## src/shared/dtio_pkg.sv

```systemverilog
// Package with register map, field layout, reset values and build constants.
package dtio_pkg;
  localparam logic [15:0] OFS_SW_TRIGGER = 16'h8108;
  localparam logic [15:0] OFS_TRIG_SRC = 16'h810C;
  localparam logic [15:0] OFS_TRIG_OUT = 16'h8110;
  localparam logic [15:0] OFS_POST_TRIG = 16'h8114;
  localparam logic [15:0] OFS_IO_LEVELS = 16'h8118;
  localparam logic [15:0] OFS_IO_CONFIG = 16'h811C;
  localparam logic [15:0] OFS_CHAN_EN = 16'h8120;
  localparam logic [15:0] OFS_FW_REV = 16'h8124;
  localparam logic [15:0] OFS_EVT_STORED = 16'h812C;
  localparam logic [15:0] OFS_MON_CODE = 16'h8138;
  localparam logic [15:0] OFS_BOARD_INFO = 16'h8140;
  localparam logic [15:0] OFS_MON_MODE = 16'h8144;
  localparam logic [15:0] OFS_EVT_SIZE = 16'h814C;

  localparam int NUM_CHAN = 8;
  localparam int IO_LINES = 16;
  localparam int IO_GROUP = 4;

  // Trigger mask fields; the enable bits are shared by both masks, the coincidence field is in the source mask only.
  localparam int BIT_SW_EN = 31;
  localparam int BIT_EXT_EN = 30;
  localparam int COINC_LSB = 24;
  localparam int COINC_W = 3;

  // I/O configuration fields.
  localparam int BIT_TEST_MODE = 15;
  localparam int BIT_TEST_LEVEL = 14;
  localparam int MODE_LSB = 6;
  localparam int DIR_LSB = 2;
  localparam int BIT_HIGH_Z = 1;
  localparam int BIT_TTL = 0;

  typedef enum logic [1:0] {
    DTIO_IO_GENERAL = 2'h0,
    DTIO_IO_PROGRAMMED = 2'h1,
    DTIO_IO_PATTERN = 2'h2,
    DTIO_IO_UNUSED = 2'h3
  } dtio_io_mode_t;

  // Post-trigger scale: each register count is four samples.
  localparam int POST_SHIFT = 2;

  // Monitor mode code for which the converter code is applied.
  localparam logic [2:0] MON_MODE_VLEVEL = 3'h4;

  localparam logic [31:0] RST_TRIG_SRC = 32'h0000_0000;
  localparam logic [31:0] RST_TRIG_OUT = 32'h0000_0000;
  localparam logic [31:0] RST_POST_TRIG = 32'h0000_0000;
  localparam logic [15:0] RST_IO_LEVELS = 16'h0000;
  localparam logic [15:0] RST_IO_CONFIG = 16'h0000;
  localparam logic [7:0] RST_CHAN_EN = 8'hFF;
  localparam logic [11:0] RST_MON_CODE = 12'h000;
  localparam logic [2:0] RST_MON_MODE = 3'h0;
endpackage

```

## src/shared/dtio_trig_if.sv

```systemverilog
// Interface between the register bank and the local trigger qualifier.
`timescale 1ns/1ps
interface dtio_trig_if;
  logic [7:0] over_thr;
  logic [7:0] src_mask;
  logic [7:0] out_mask;
  logic [2:0] coinc_level;
  logic local_trig;
  logic out_chan_trig;

  modport regs (
    output over_thr,
    output src_mask,
    output out_mask,
    output coinc_level,
    input local_trig,
    input out_chan_trig
  );

  modport qual (
    input over_thr,
    input src_mask,
    input out_mask,
    input coinc_level,
    output local_trig,
    output out_chan_trig
  );
endinterface

```

## src/core/dtio_regs.sv

```systemverilog
// Trigger and front-panel I/O control and status register bank of the digitizer.
// Functional notes
// - Source mask bits 7:0 let channel n raise a local trigger on crossing.
// - Coincidence field sets extra channels needed over threshold; resets to zero.
// - Source mask bit 30 gates external trigger, bit 31 gates software trigger.
// - Output mask bits 7:0 let channel crossings drive the panel trigger output.
// - Output mask bit 30 routes external, bit 31 routes software trigger out.
// - Post-trigger samples equal four times register value plus fixed latency.
// - I/O data read returns line levels; write sets levels of output lines.
// - Config bit 15 clear follows trigger events; set holds bit 14 level.
// - Mode field picks general, programmed or pattern capture of the lines.
// - Bits 5:2 set four-line group direction, only in general purpose mode.
// - Bit 1 puts trigger and clock outputs in high impedance; bit 0 selects TTL.
// - Only channels enabled in the channel mask contribute samples to events.
// - Revision register gives build date, major and minor revision numbers.
// - Stored event count never exceeds the buffer count allowed by size setting.
// - Monitor code of 12 bits drives the converter in voltage level mode.
// - Board information gives memory megabytes per channel and board type.
// - Event size register reports next event length in 32-bit words.
// - Any write to the software trigger location issues one software trigger.
// - While acquisition is stopped no trigger from any source is accepted; the panel trigger output still follows them.
`timescale 1ns/1ps
module dtio_regs #(
  parameter logic [15:0] FW_DATE = 16'h0000,
  parameter logic [7:0] FW_MAJOR = 8'h00,
  parameter logic [7:0] FW_MINOR = 8'h00,
  // Board type code; the value is arbitrary.
  parameter logic [7:0] BOARD_TYPE = 8'h5A,
  parameter logic [7:0] CONST_LATENCY = 8'h00
) (
  input wire logic CORE_CLK,
  input wire logic RST,
  input wire logic [15:0] REG_ADDR,
  input wire logic REG_WR,
  input wire logic REG_RD,
  input wire logic [31:0] REG_WDATA,
  output logic [31:0] REG_RDATA,
  output logic REG_RVALID,
  input wire logic ACQ_RUN,
  input wire logic [7:0] CHAN_OVER_THR,
  input wire logic EXT_TRIG_IN,
  input wire logic [15:0] LVDS_IN,
  output logic [15:0] LVDS_OUT,
  output logic [15:0] LVDS_OE,
  output logic [15:0] PATTERN_WORD,
  output logic TRIG_ACCEPT,
  output logic PANEL_TRIG_OUT,
  output logic PANEL_TRIG_OE,
  output logic PANEL_CLK_OE,
  output logic PANEL_TTL_SEL,
  output logic [33:0] POST_TRIG_SAMPLES,
  output logic [7:0] CHAN_ENABLE,
  input wire logic [31:0] EVT_STORED,
  input wire logic [31:0] EVT_STORED_MAX,
  input wire logic [31:0] NEXT_EVT_WORDS,
  input wire logic [7:0] MEM_MB_PER_CHAN,
  output logic [11:0] MON_DAC_CODE,
  output logic MON_DAC_APPLY
);
  dtio_trig_if trig ();

  logic [31:0] trig_src_q;
  logic [31:0] trig_out_q;
  logic [31:0] post_trig_q;
  logic [15:0] io_levels_q;
  logic [15:0] io_config_q;
  logic [7:0] chan_en_q;
  logic [11:0] mon_code_q;
  logic [2:0] mon_mode_q;
  logic [31:0] rdata_q;
  logic rvalid_q;
  logic accept_q;
  logic panel_trig_q;
  logic [15:0] pattern_q;
  logic sw_trig_q;
  logic ext_meta_q;
  logic ext_sync_q;
  logic ext_prev_q;
  logic [15:0] lvds_meta_q;
  logic [15:0] lvds_sync_q;

  // Address decode and write strobes.
  wire wr_sw = REG_WR && (REG_ADDR == dtio_pkg::OFS_SW_TRIGGER);
  wire wr_src = REG_WR && (REG_ADDR == dtio_pkg::OFS_TRIG_SRC);
  wire wr_out = REG_WR && (REG_ADDR == dtio_pkg::OFS_TRIG_OUT);
  wire wr_post = REG_WR && (REG_ADDR == dtio_pkg::OFS_POST_TRIG);
  wire wr_lvl = REG_WR && (REG_ADDR == dtio_pkg::OFS_IO_LEVELS);
  wire wr_cfg = REG_WR && (REG_ADDR == dtio_pkg::OFS_IO_CONFIG);
  wire wr_chen = REG_WR && (REG_ADDR == dtio_pkg::OFS_CHAN_EN);
  wire wr_mcode = REG_WR && (REG_ADDR == dtio_pkg::OFS_MON_CODE);
  wire wr_mmode = REG_WR && (REG_ADDR == dtio_pkg::OFS_MON_MODE);

  // Writable fields; reserved bits of the trigger masks are not stored.
  wire [31:0] src_keep = {2'b11, 3'b000, 3'b111, 16'h0000, 8'hFF};
  wire [31:0] out_keep = {2'b11, 22'h000000, 8'hFF};

  // Both triggers are qualified for acceptance by the source mask bits and run state; the panel path uses only the output mask bits.
  wire ext_edge = ext_sync_q && !ext_prev_q;
  wire sw_src = sw_trig_q && trig_src_q[dtio_pkg::BIT_SW_EN];
  wire ext_src = ext_edge && trig_src_q[dtio_pkg::BIT_EXT_EN];
  wire accept_d = ACQ_RUN && (sw_src || ext_src || trig.local_trig);
  wire sw_out = sw_trig_q && trig_out_q[dtio_pkg::BIT_SW_EN];
  wire ext_out = ext_edge && trig_out_q[dtio_pkg::BIT_EXT_EN];
  wire event_out = sw_out || ext_out || trig.out_chan_trig;
  wire panel_trig_d = io_config_q[dtio_pkg::BIT_TEST_MODE] ?
                      io_config_q[dtio_pkg::BIT_TEST_LEVEL] : event_out;

  // Line direction from the mode; groups matter only in general purpose mode.
  wire [1:0] io_mode = io_config_q[dtio_pkg::MODE_LSB +: 2];
  wire [3:0] group_dir = io_config_q[dtio_pkg::DIR_LSB +: 4];
  wire [15:0] group_oe = {{4{group_dir[3]}}, {4{group_dir[2]}},
                          {4{group_dir[1]}}, {4{group_dir[0]}}};
  logic [15:0] lvds_oe_w;
  always_comb begin
    case (io_mode)
      dtio_pkg::DTIO_IO_GENERAL: lvds_oe_w = group_oe;
      dtio_pkg::DTIO_IO_PROGRAMMED: lvds_oe_w = 16'hFFFF;
      dtio_pkg::DTIO_IO_PATTERN: lvds_oe_w = 16'h0000;
      default: lvds_oe_w = 16'h0000;
    endcase
  end
  wire pattern_mode = (io_mode == dtio_pkg::DTIO_IO_PATTERN);

  // Stored count is clamped to the buffer limit as a guard against a stale upstream count.
  wire [31:0] evt_stored_rd = (EVT_STORED > EVT_STORED_MAX) ?
                              EVT_STORED_MAX : EVT_STORED;

  // Read multiplexer; unmapped addresses read as zero.
  logic [31:0] rdata_d;
  always_comb begin
    case (REG_ADDR)
      dtio_pkg::OFS_TRIG_SRC: rdata_d = trig_src_q;
      dtio_pkg::OFS_TRIG_OUT: rdata_d = trig_out_q;
      dtio_pkg::OFS_POST_TRIG: rdata_d = post_trig_q;
      dtio_pkg::OFS_IO_LEVELS: rdata_d = {16'h0000, lvds_sync_q};
      dtio_pkg::OFS_IO_CONFIG: rdata_d = {16'h0000, io_config_q};
      dtio_pkg::OFS_CHAN_EN: rdata_d = {24'h000000, chan_en_q};
      dtio_pkg::OFS_FW_REV: rdata_d = {FW_DATE, FW_MAJOR, FW_MINOR};
      dtio_pkg::OFS_EVT_STORED: rdata_d = evt_stored_rd;
      dtio_pkg::OFS_MON_CODE: rdata_d = {20'h00000, mon_code_q};
      dtio_pkg::OFS_BOARD_INFO: rdata_d = {16'h0000, MEM_MB_PER_CHAN, BOARD_TYPE};
      dtio_pkg::OFS_MON_MODE: rdata_d = {29'h00000000, mon_mode_q};
      dtio_pkg::OFS_EVT_SIZE: rdata_d = NEXT_EVT_WORDS;
      default: rdata_d = 32'h0000_0000;
    endcase
  end

  // Pin synchronisers; logic reads the second stage and, for the trigger edge, the third stage ext_prev_q.
  always_ff @(posedge CORE_CLK or posedge RST) begin
    if (RST) begin
      ext_meta_q <= 1'b0;
      ext_sync_q <= 1'b0;
      ext_prev_q <= 1'b0;
      lvds_meta_q <= 16'h0000;
      lvds_sync_q <= 16'h0000;
    end else begin
      ext_meta_q <= EXT_TRIG_IN;
      ext_sync_q <= ext_meta_q;
      ext_prev_q <= ext_sync_q;
      lvds_meta_q <= LVDS_IN;
      lvds_sync_q <= lvds_meta_q;
    end
  end

  // Trigger mask registers.
  always_ff @(posedge CORE_CLK or posedge RST) begin
    if (RST) begin
      trig_src_q <= dtio_pkg::RST_TRIG_SRC;
      trig_out_q <= dtio_pkg::RST_TRIG_OUT;
    end else begin
      if (wr_src) trig_src_q <= REG_WDATA & src_keep;
      if (wr_out) trig_out_q <= REG_WDATA & out_keep;
    end
  end

  // Post-trigger, panel I/O and monitor registers.
  always_ff @(posedge CORE_CLK or posedge RST) begin
    if (RST) begin
      post_trig_q <= dtio_pkg::RST_POST_TRIG;
      io_levels_q <= dtio_pkg::RST_IO_LEVELS;
      io_config_q <= dtio_pkg::RST_IO_CONFIG;
      mon_code_q <= dtio_pkg::RST_MON_CODE;
      mon_mode_q <= dtio_pkg::RST_MON_MODE;
    end else begin
      if (wr_post) post_trig_q <= REG_WDATA;
      if (wr_lvl) io_levels_q <= REG_WDATA[15:0];
      if (wr_cfg) io_config_q <= REG_WDATA[15:0];
      if (wr_mcode) mon_code_q <= REG_WDATA[11:0];
      if (wr_mmode) mon_mode_q <= REG_WDATA[2:0];
    end
  end

  // A mid-run change would split an event's channel layout, so such writes are dropped.
  always_ff @(posedge CORE_CLK or posedge RST) begin
    if (RST) begin
      chan_en_q <= dtio_pkg::RST_CHAN_EN;
    end else if (wr_chen && !ACQ_RUN) begin
      chan_en_q <= REG_WDATA[7:0];
    end
  end

  // Software trigger pulse, trigger outputs and pattern capture.
  always_ff @(posedge CORE_CLK or posedge RST) begin
    if (RST) begin
      sw_trig_q <= 1'b0;
      accept_q <= 1'b0;
      panel_trig_q <= 1'b0;
      pattern_q <= 16'h0000;
    end else begin
      sw_trig_q <= wr_sw;
      accept_q <= accept_d;
      panel_trig_q <= panel_trig_d;
      if (accept_d && pattern_mode) pattern_q <= lvds_sync_q;
    end
  end

  // Registered read data, valid one cycle after the read strobe.
  always_ff @(posedge CORE_CLK or posedge RST) begin
    if (RST) begin
      rdata_q <= 32'h0000_0000;
      rvalid_q <= 1'b0;
    end else begin
      rvalid_q <= REG_RD;
      if (REG_RD) rdata_q <= rdata_d;
    end
  end

  assign trig.over_thr = CHAN_OVER_THR;
  assign trig.src_mask = trig_src_q[7:0];
  assign trig.out_mask = trig_out_q[7:0];
  // The qualifier assumes software keeps the level below the enabled count.
  assign trig.coinc_level = trig_src_q[dtio_pkg::COINC_LSB +: dtio_pkg::COINC_W];

  dtio_local_trig u_local_trig (
    .clk(CORE_CLK),
    .rst(RST),
    .trig(trig.qual)
  );

  assign REG_RDATA = rdata_q;
  assign REG_RVALID = rvalid_q;
  assign TRIG_ACCEPT = accept_q;
  assign PANEL_TRIG_OUT = panel_trig_q;
  assign PANEL_TRIG_OE = !io_config_q[dtio_pkg::BIT_HIGH_Z];
  assign PANEL_CLK_OE = !io_config_q[dtio_pkg::BIT_HIGH_Z];
  assign PANEL_TTL_SEL = io_config_q[dtio_pkg::BIT_TTL];
  assign LVDS_OUT = io_levels_q & lvds_oe_w;
  assign LVDS_OE = lvds_oe_w;
  assign PATTERN_WORD = pattern_q;
  // Four samples per count plus the trigger pipeline latency.
  assign POST_TRIG_SAMPLES = ({2'b00, post_trig_q} << dtio_pkg::POST_SHIFT) +
                             {26'h0000000, CONST_LATENCY};
  assign CHAN_ENABLE = chan_en_q;
  assign MON_DAC_CODE = mon_code_q;
  assign MON_DAC_APPLY = (mon_mode_q == dtio_pkg::MON_MODE_VLEVEL);
endmodule

```

## src/core/dtio_local_trig.sv

```systemverilog
// Channel threshold crossing detection and coincidence qualification.
`timescale 1ns/1ps
module dtio_local_trig (
  input wire logic clk,
  input wire logic rst,
  dtio_trig_if.qual trig
);
  logic [7:0] over_q;
  logic [7:0] rise;
  logic [7:0] enabled_over;
  logic [3:0] over_count;
  logic any_rise;

  always_ff @(posedge clk or posedge rst) begin
    if (rst) begin
      over_q <= 8'h00;
    end else begin
      over_q <= trig.over_thr;
    end
  end

  // Only a fresh crossing fires, so a channel sitting above threshold does not retrigger.
  assign rise = trig.over_thr & ~over_q;
  assign enabled_over = trig.over_thr & trig.src_mask;

  always_comb begin
    over_count = 4'h0;
    for (int i = 0; i < dtio_pkg::NUM_CHAN; i++) begin
      over_count = over_count + {3'h0, enabled_over[i]};
    end
  end

  assign any_rise = |(rise & trig.src_mask);
  // The crossing channel counts itself, so the others must reach the level.
  assign trig.local_trig = any_rise && (over_count > {1'b0, trig.coinc_level});
  assign trig.out_chan_trig = |(rise & trig.out_mask);
endmodule

```

## config.mk

```make
export PLATFORM = sky130hd
export DESIGN_NAME = dtio_regs
export DESIGN_NICKNAME = d
export VERILOG_FILES = /design/src/shared/dtio_pkg.sv /design/src/shared/dtio_trig_if.sv /design/src/core/dtio_regs.sv /design/src/core/dtio_local_trig.sv
export SDC_FILE = /design/constraint.sdc
export NUM_CORES = 1
export LEC_CHECK = 0
export BUFFER_PORTS_ARGS = -buffer_cell sky130_fd_sc_hd__buf_2
export CAP_MARGIN = 25
export CORE_MARGIN = 2
export CORE_UTILIZATION = 50
export DETAILED_ROUTE_END_ITERATION = 12
export GPL_ROUTABILITY_DRIVEN = 0
export GPL_TIMING_DRIVEN = 0
export PLACE_DENSITY = 0.78
export SYNTH_ARGS = -nofsm -noshare
export SYNTH_HDL_FRONTEND = slang
export SYNTH_SLANG_ARGS = --single-unit
```

## constraint.sdc

```tcl
create_clock -name CORE_CLK -period 13.02 [get_ports CORE_CLK]
set_input_delay 0.651 -clock CORE_CLK [delete_from_list [all_inputs] [get_ports CORE_CLK]]
set_output_delay 0.651 -clock CORE_CLK [all_outputs]
set_load 0.05 [all_outputs]
```

==> results.sh, run 1 <==
export IMPL_status="completed"
export IMPL_grt_overflow_total=0
export IMPL_post_cts_buffers=0
export IMPL_required_ns=13.43
export IMPL_grt_pass1_wl_um=51600
export IMPL_drc=0
export IMPL_drive_gt1_frac=0.420
export IMPL_worst_slew_pin_slew_ns=1.08
export IMPL_synth_edf_count=0
export IMPL_fin_util=0.644
export IMPL_r2r_cells=16
export IMPL_slew_viol_final=0
export IMPL_final_antenna_net_count=0
export IMPL_min_period_over_period=0.431
export IMPL_num_vias=9257
export IMPL_area_delta_synth_final_pct=26.4
export IMPL_endpoint_kind="flop"
export IMPL_synthCells=925
export IMPL_grt_pass1_vias=9375
export IMPL_maxCapViolations=0
export IMPL_clk_latency_ns=0.53
export IMPL_yosysMostFrequentCell="dfrtp_1"
export IMPL_yosys_warnings=0
export IMPL_cts_made_buffers=24
export IMPL_cp_max_fo=10
export IMPL_die_area_um2=22600
export IMPL_cts_num_sinks=205
export IMPL_holdWs_ns=0.200
export IMPL_relSlewSlack=0.276
export IMPL_fmax_mhz=178
export IMPL_wl_per_cell_um=21.9
export IMPL_setup_viol=0
export IMPL_synthArstFlopShare=1.00
export IMPL_synthTopCellsByArea="dfrtp_1 46%, mux2_2 9.9%, ha_1 4.4%"
export IMPL_rsz0062_at_grt="no"
export IMPL_setup_tns_final_ns=0
export IMPL_yosysTopAreaCellShare=0.461
export IMPL_core_area_um2=21000
export IMPL_rows=53
export IMPL_synth_ff_type="dfrtp_1"
export IMPL_p_leak_uw=0.00704
export IMPL_synth_top_area_cell="dfrtp_1"
export IMPL_arrival_ns=6.02
export IMPL_hold_viol=0
export IMPL_place_hpwl_um=26300
export IMPL_synth_cell_types=67
export IMPL_die_h_um=150
export IMPL_vdd_ir_drop_max_v=0.000107
export IMPL_dr_pass1_iters=7
export IMPL_cts_tree="built"
export IMPL_synth_seq_cells=205
export IMPL_criticalPathCategory="reg2reg"
export IMPL_wl_um=34300
export IMPL_path_clk_slew_ns=0.06
export IMPL_synthTopCellsByCount="197 x dfrtp_1, 94 x mux2_2, 63 x nand2_1"
export IMPL_avgSynthCellArea_um2=11.6
export IMPL_cp_start_kind="flop"
export IMPL_yosysSeqAreaShare=0.480
export IMPL_reg2reg_slack_ns=7.41
export IMPL_initialDrtViolationCount=641
export IMPL_min_path_type="in2async"
export IMPL_n_fill_cell=1653
export IMPL_track_usage=0.298
export IMPL_layout_nets=1496
export IMPL_regToRegEndpoint="PATTERN_WORD[2]$_DFFE_PP0P_"
export IMPL_grt_max_degree=111
export IMPL_ios=323
export IMPL_cts_resized=0
export IMPL_syn_area_um2=10700
export IMPL_die_w_um=150
export IMPL_root_buffer="clkbuf_16"
export IMPL_fin_worst_skew_ns=0.0211
export IMPL_r2r_start="trig_src_q[0]$_DFFE_PP0P_"
export IMPL_power_density_nw_per_um2=111
export IMPL_port_buffer_count=319
export IMPL_h_tree_depth=1
export IMPL_cts_buffer_depth=3
export IMPL_cts_hold_buf=0
export IMPL_post_drt_via_cell_ratio=5.90
export IMPL_start_util=0.509
export IMPL_antenna_found_initial=7
export IMPL_period_minus_slack_ns=5.61
## per-stage QoR
step	setup WS [ns]	std cells	power, uW	area [um2]
2_1_floorplan	6.79	926	740	10700
3_3_place_gp	4.51	1520	801	12600
3_5_place_dp	7.09	1521	805	12700
4_1_cts	7.44	1565	1510	13500
5_1_grt	7.20	1567	1550	13500
6_report	7.41	1570	1500	13500
## layout by cell type, fill, tap and decap left out, drive strengths merged, types with 5 or more instances in the layout
| cell | n |
|---|---|
| a222oi | 9 |
| o21ai | 6 |
| ha | 38 |
| and2 | 20 |
| a311o | 20 |
| clkbuf | 62 |
| mux2 | 130 |
| a22oi | 42 |
| nand4 | 24 |
| a31oi | 6 |
| or4b | 7 |
| nor2b | 11 |
| inv | 51 |
| dfstp | 8 |
| nor2 | 44 |
| nand2 | 67 |
| o22ai | 7 |
| or4bb | 5 |
| buf | 358 |
| diode | 5 |
| nand3b | 10 |
| nor3 | 28 |
| a221oi | 14 |
| a21oi | 22 |
| o211ai | 19 |
| nor4 | 17 |
| dfrtp | 197 |
| nand3 | 11 |
## state kept, by name, indices dropped and copies added (netlist names), 3 cells and up
register	cells
io_config_q	16
trig_out_q	10
CHAN_ENABLE	8
PATTERN_WORD	16
io_levels_q	16
mon_mode_q	3
u_local_trig.over_q	8
lvds_sync_q	16
lvds_meta_q	16
trig_src_q	13
post_trig_q	32
REG_RDATA	32
MON_DAC_CODE	12
## metal layers
| metal | global-route usage | vias up | share of wire |
|---|---|---|---|
| met1 | 0.374 | 4572 | 0.39 |
| met2 | 0.498 | 454 | 0.48 |
| met3 | 0.0791 | 85 | 0.092 |
| li1 | - | 4138 | - |
| met5 | 0 | - | 0.0012 |
| met4 | 0.107 | 8 | 0.031 |
## critical path, stage by stage, from the launching register on
cell	delay, ns
dfrtp_1	0.41
and2_1	0.17
ha_1	0.27
inv_1	0.05
fa_1	0.50
fa_1	0.52
fa_1	0.48
fa_1	0.49
inv_1	0.04
ha_1	0.28
nor2b_1	0.14
o21a_1	0.16
o21ai_0	0.17
a21oi_1	0.12
o2111ai_1	0.88
buf_2	0.42
mux2_2	0.38
## report_power, final
group	internal (uW)	leakage [uW]	switching, uW
Sequential	649	0.00270	5.72
Combinational	48.4	0.00393	91.7
Clock	431	0.000403	271
Total	1130	0.00704	369
## cell families (layout without fill, tap and decap cells)
| kind of cell | Yosys count | in the layout | synth area share |
|---|---|---|---|
| flip-flops | 205 | 205 | 0.480 |
| adder cells (fa/ha/maj) | 42 | 42 | 0.0519 |
| other | 1 | 7 | 0.000350 |
| AND/OR/NAND/NOR | 263 | 263 | 0.146 |
| multiplexers | 134 | 134 | 0.151 |
| XOR/XNOR | 1 | 1 | 0.000818 |
| AO/OA/AOI/OAI | 165 | 165 | 0.117 |
| buffers and inverters | 114 | 478 | 0.0525 |
## layout make-up
| type | count | area (um2) | share of cell area |
|---|---|---|---|
| timing repair buffer | 320 | 1620 | 0.120 |
| clock inverter | 7 | 138 | 0.0102 |
| tap | 275 | 344 | 0.0254 |
| antenna | 5 | 12.5 | 0.000925 |
| buffer | 63 | 370 | 0.0274 |
| multi-input combinational | 607 | 5000 | 0.370 |
| sequential | 205 | 5140 | 0.380 |
| inverter | 51 | 199 | 0.0147 |
| clock buffer | 37 | 699 | 0.0517 |
## worst max-delay path by stage
stage / start / end / cells past startpoint
after CTS: trig_src_q[0]$_DFFE_PP0P_ / PATTERN_WORD[2]$_DFFE_PP0P_ / 16
after detailed placement: CHAN_OVER_THR[0] / PATTERN_WORD[8]$_DFFE_PP0P_ / 17
final: trig_src_q[0]$_DFFE_PP0P_ / PATTERN_WORD[2]$_DFFE_PP0P_ / 16
after floorplan: RST / MON_DAC_CODE[0]$_DFFE_PP0P_ / 1
after global placement: RST / trig_src_q[3]$_DFFE_PP0P_ / 2
after global routing: trig_src_q[1]$_DFFE_PP0P_ / PATTERN_WORD[2]$_DFFE_PP0P_ / 16
No activity file was read; power rests on OpenSTA's default activity.
==> run 2: changes to the inputs <==
- clock period: 13.02 -> 5.78 ns (I/O delays scaled with it)
==> results.sh, run 2 (synthesis gave the netlist of run 1 again) <==
export IMPL_status="completed"
export IMPL_final_common_cell="buf_2"
export IMPL_hold_viol=0
export IMPL_grt_pass1_wl_um=53000
export IMPL_path_buf_inv=5
export IMPL_period_minus_slack_ns=5.02
export IMPL_criticalPathCategory="in2reg"
export IMPL_cp_max_fo=10
export IMPL_p_total_uw=3340
export IMPL_power_density_nw_per_um2=240
export IMPL_cts_buffer_depth=3
export IMPL_cts_tree="built"
export IMPL_area_delta_synth_final_pct=30.4
export IMPL_worstPathCellList="dlygate4sd3_1 -> buf_2 -> and2_1 -> ha_1 -> inv_1 -> fa_1 -> fa_1 -> fa_1 -> fa_1 -> inv_1 -> ha_1 -> nor2b_1 -> o21a_1 -> o21ai_0 -> a21oi_1 -> o2111ai_1 -> buf_2 -> mux2_2"
export IMPL_worst_path_stages=18
export IMPL_post_drt_via_cell_ratio=5.90
export IMPL_port_buffer_count=319
export IMPL_grt_overflow_total=0
export IMPL_die_area_um2=22600
export IMPL_vdd_ir_drop_max_v=0.000215
export IMPL_critPathLaunch="CHAN_OVER_THR[1]"
export IMPL_num_vias=9507
export IMPL_root_buffer="clkbuf_16"
export IMPL_path_clk_slew_ns=0.06
export IMPL_relSlewSlack=0.315
export IMPL_n_fill_cell=1617
export IMPL_setup_viol=0
export IMPL_final_antenna_net_count=0
export IMPL_grt_max_degree=43
export IMPL_fin_worst_skew_ns=0.0145
export IMPL_rows=53
export IMPL_arrival_ns=5.42
export IMPL_dr_pass1_iters=7
export IMPL_slew_viol_final=0
export IMPL_reg2reg_slack_ns=0.80
export IMPL_crit_top_cell="fa_1"
export IMPL_wl_um=35400
export IMPL_setup_tns_final_ns=0
export IMPL_regToRegEndpoint="PATTERN_WORD[3]$_DFFE_PP0P_"
export IMPL_endpoint="PATTERN_WORD[3]$_DFFE_PP0P_"
export IMPL_clk_latency_ns=0.52
export IMPL_cts_made_buffers=23
export IMPL_initialDrtViolationCount=815
export IMPL_die_h_um=150
export IMPL_min_path_type="in2reg"
export IMPL_final_cell_mix="333 x buf_2, 197 x dfrtp_1, 94 x mux2_2"
export IMPL_track_usage=0.308
export IMPL_fmax_mhz=199
export IMPL_die_w_um=150
export IMPL_critPathMaxStageDelay_ns=0.55
export IMPL_instances_no_fill=1610
export IMPL_worst_slew_pin_slew_ns=1.02
export IMPL_wl_per_cell_um=22.0
export IMPL_drc=0
export IMPL_layout_nets=1536
export IMPL_grt_pass1_vias=9430
export IMPL_endpoint_kind="flop"
export IMPL_fin_util=0.664
export IMPL_core_area_um2=21000
export IMPL_antenna_found_initial=5
export IMPL_r2r_start="trig_src_q[1]$_DFFE_PP0P_"
export IMPL_cts_num_sinks=205
export IMPL_dp_cells=1526
export IMPL_critPathSlowestCell="dlygate4sd3_1"
export IMPL_h_tree_depth=1
export IMPL_min_path_cells=2
export IMPL_place_hpwl_um=26700
export IMPL_post_cts_buffers=0
export IMPL_p_leak_uw=0.00722
export IMPL_maxCapViolations=0
export IMPL_cp_start_kind="input port"
export IMPL_ios=323
export IMPL_min_period_over_period=0.868
export IMPL_cp_top_family="adder cells"
export IMPL_r2r_cells=16
export IMPL_start_util=0.509
export IMPL_rsz0062_at_grt="no"
export IMPL_drive_gt1_frac=0.415
export IMPL_required_ns=6.19
[run 2: final cells by class]
type	count	area [um2]	area share
clock buffer	35	731	0.0524
antenna	6	15.0	0.00108
timing repair buffer	361	2070	0.148
sequential	205	5140	0.368
clock inverter	7	81.3	0.00583
multi-input combinational	607	5000	0.359
inverter	51	195	0.0140
tap	275	344	0.0247
buffer	63	370	0.0265
[run 2: timing repair]
| action | in CTS | in global routing |
|---|---|---|
| resized for setup | 0 | 0 |
| hold buffers | 36 | 0 |
| hold endpoints to repair | 66 | 0 |
[run 2: worst reg2reg max path, cell delays in order (launching register included)]
cell and delay, ns:
dfrtp_1 0.43, and2_1 0.17, ha_1 0.27, inv_1 0.05, fa_1 0.50, fa_1 0.51, fa_1 0.48, fa_1 0.50
inv_1 0.04, ha_1 0.28, nor2b_1 0.13, o21a_1 0.16, o21ai_0 0.17, a21oi_1 0.13, o2111ai_1 0.34, buf_2 0.33
mux2_2 0.37
[run 2: worst min path at each step]
stage | start | slack, ns | to
2_1_floorplan | REG_RD | 0.32 | REG_RVALID$_DFF_PP0_
3_3_place_gp | lvds_meta_q[8]$_DFF_PP0_ | 0.33 | lvds_sync_q[8]$_DFF_PP0_
3_5_place_dp | lvds_meta_q[2]$_DFF_PP0_ | 0.33 | lvds_sync_q[2]$_DFF_PP0_
4_1_cts | REG_WDATA[17] | 0.004 | post_trig_q[17]$_DFFE_PP0P_
5_1_grt | REG_WDATA[17] | 0.003 | post_trig_q[17]$_DFFE_PP0P_
6_report | REG_WDATA[17] | 0.02 | post_trig_q[17]$_DFFE_PP0P_
[run 2: power breakdown]
part	internal, uW	leakage, uW	switching (uW)
registers	1460	0.00270	12.8
logic	130	0.00412	216
clock network	921	0.000404	602
[run 2: per-layer routing]
metal	routed length, um	up-vias	global-route usage	part of all wire
met5	13	-	0	0.00037
met2	17000	543	0.510	0.48
met3	3490	87	0.0642	0.098
li1	-	4209	-	-
met1	13900	4666	0.408	0.39
met4	1100	2	0.0943	0.031
[run 2: through the flow]
step	hold slack, ns	setup WS, ns	area [um2]
5_1_grt	0.00288	0.546	13900
6_report	0.0186	0.765	14000
3_3_place_gp	0.331	0.202	12700
4_1_cts	0.00442	0.775	13900
2_1_floorplan	0.320	0.978	10700
3_5_place_dp	0.335	0.822	12800
==> run 3: changes to the inputs <==
- ABC_CLOCK_PERIOD_IN_PS: not set -> 5780
- REMOVE_ABC_BUFFERS: not set -> 1
==> results.sh, run 3 (synthesis gave the netlist of run 1 again) <==
export IMPL_wl_um=33700
export IMPL_final_cell_mix="320 x buf_2, 197 x dfrtp_1, 94 x mux2_2"
export IMPL_path_clk_slew_ns=0.06
export IMPL_rsz0062_at_grt="no"
export IMPL_dpl_cell_area_um2=12500
export IMPL_cts_made_buffers=22
export IMPL_ios=323
export IMPL_fin_area_um2=13600
export IMPL_endpoint_kind="flop"
export IMPL_h_tree_depth=1
export IMPL_vdd_ir_drop_max_v=0.000235
export IMPL_setup_viol=0
export IMPL_power_density_nw_per_um2=244
export IMPL_switching_power_uw=797
export IMPL_p_leak_uw=0.00701
export IMPL_post_cts_buffers=0
export IMPL_status="completed"
export IMPL_n_fill_cell=1660
export IMPL_layout_nets=1477
export IMPL_postLayoutSetupSlackWorst_ns=0.677
export IMPL_period_minus_slack_ns=5.10
export IMPL_num_vias=9072
export IMPL_min_path_type="in2reg"
export IMPL_root_buffer="clkbuf_16"
export IMPL_p_int_uw=2530
export IMPL_wl_per_cell_um=21.8
export IMPL_clk_latency_ns=0.51
export IMPL_area_delta_synth_final_pct=27.1
export IMPL_antenna_found_initial=1
export IMPL_drc=0
export IMPL_hold_viol=0
export IMPL_combPwrFrac=0.100
export IMPL_pre_cts_ws_ns=0.718
export IMPL_worst_slew_pin_slew_ns=1.03
export IMPL_drive_gt1_frac=0.409
export IMPL_r2r_start="trig_src_q[1]$_DFFE_PP0P_"
export IMPL_place_hpwl_um=24700
export IMPL_cp_max_fo=13
export IMPL_power_frac_clock=0.457
export IMPL_post_drt_via_cell_ratio=5.88
export IMPL_grt_pass1_wl_um=50700
export IMPL_grt_pass1_vias=9252
export IMPL_rows=53
export IMPL_reg2reg_slack_ns=0.76
export IMPL_arrival_ns=5.49
export IMPL_cts_tree="built"
export IMPL_holdWs_ns=0.0230
export IMPL_grt_max_degree=110
export IMPL_cts_buffer_depth=3
export IMPL_maxCapViolations=0
export IMPL_die_w_um=150
export IMPL_cts_num_sinks=205
export IMPL_relSlewSlack=0.306
export IMPL_grt_overflow_total=0
export IMPL_cp_start_kind="input port"
export IMPL_regToRegEndpoint="PATTERN_WORD[1]$_DFFE_PP0P_"
export IMPL_holdPathEnd="post_trig_q[29]$_DFFE_PP0P_"
export IMPL_r2r_cells=16
export IMPL_start_util=0.509
export IMPL_final_common_cell="buf_2"
export IMPL_die_area_um2=22600
export IMPL_fmax_mhz=196
export IMPL_min_path_cells=2
export IMPL_die_h_um=150
export IMPL_min_period_over_period=0.883
export IMPL_core_area_um2=21000
export IMPL_track_usage=0.292
export IMPL_required_ns=6.16
export IMPL_criticalPathCategory="in2reg"
export IMPL_pwr_share_seq=0.443
export IMPL_initialDrtViolationCount=555
export IMPL_final_antenna_net_count=0
export IMPL_regArea_um2=5140
export IMPL_slew_viol_final=0
export IMPL_multi_input_area_um2=5030
export IMPL_port_buffer_count=320
export IMPL_dr_pass1_iters=8
export IMPL_worstHoldStart="REG_WDATA[29]"
export IMPL_fin_worst_skew_ns=0.0146
export IMPL_switching_share=0.240
## run 3: what timing repair did
action | in CTS | in global routing
hold endpoints to repair | 134 | 0
resized for setup | 0 | 0
hold buffers | 35 | 0
## run 3: critical path: stages
cell and delay (ns):
dlygate4sd3_1 0.54, buf_2 0.15, and2_1 0.17, ha_1 0.27
inv_1 0.05, fa_1 0.50, fa_1 0.52, fa_1 0.48
fa_1 0.50, inv_1 0.04, ha_1 0.28, nor2b_1 0.13
o21a_1 0.15, o21ai_0 0.17, a21oi_1 0.15, o2111ai_2 0.48
buf_8 0.25, mux2_2 0.36
## run 3: layout make-up
| class | instances | share of cell area |
|---|---|---|
| Antenna cell | 1 | 0.000184 |
| Clock buffer | 33 | 0.0473 |
| Clock inverter | 6 | 0.00956 |
| Inverter | 51 | 0.0146 |
| Multi-Input combinational cell | 607 | 0.370 |
| Sequential cell | 205 | 0.378 |
| Tap cell | 275 | 0.0253 |
| Timing Repair Buffer | 366 | 0.155 |
## run 3: worst max-delay path by stage
stage | cells after the start | from | end
3_3_place_gp | 2 | RST | post_trig_q[22]$_DFFE_PP0P_
2_1_floorplan | 1 | RST | MON_DAC_CODE[0]$_DFFE_PP0P_
4_1_cts | 18 | CHAN_OVER_THR[1] | PATTERN_WORD[1]$_DFFE_PP0P_
5_1_grt | 18 | CHAN_OVER_THR[1] | PATTERN_WORD[1]$_DFFE_PP0P_
3_5_place_dp | 17 | CHAN_OVER_THR[1] | PATTERN_WORD[5]$_DFFE_PP0P_
6_report | 18 | CHAN_OVER_THR[1] | PATTERN_WORD[1]$_DFFE_PP0P_
## run 3: power by group through the flow
stage                     Combinational, uW  Sequential (uW)  Clock, uW
after floorplan                         120             1530          0
after global placement                  295             1500          0
after detailed placement                309             1500          0
after CTS                               330             1470       1540
after global routing                    361             1470       1590
final                                   332             1470       1520
## run 3: per-layer routing
metal	wire (um)	vias to the layer above	global-route usage
li1	-	4094	-
met1	13000	4442	0.366
met2	16700	460	0.496
met3	2980	74	0.0676
met4	1000	2	0.0991
met5	13	-	0
## run 3: stage by stage
step | std cells | power, uW | setup TNS, ns | utilization
global route | 1543 | 3430 | 0 | 0.647
floorplan | 863 | 1650 | -18.03 | -
finish | 1544 | 3320 | 0 | 0.647
CTS | 1543 | 3340 | 0 | 0.647
detailed placement | 1469 | 1810 | 0 | 0.594
global placement | 1458 | 1790 | -475.38 | 0.584
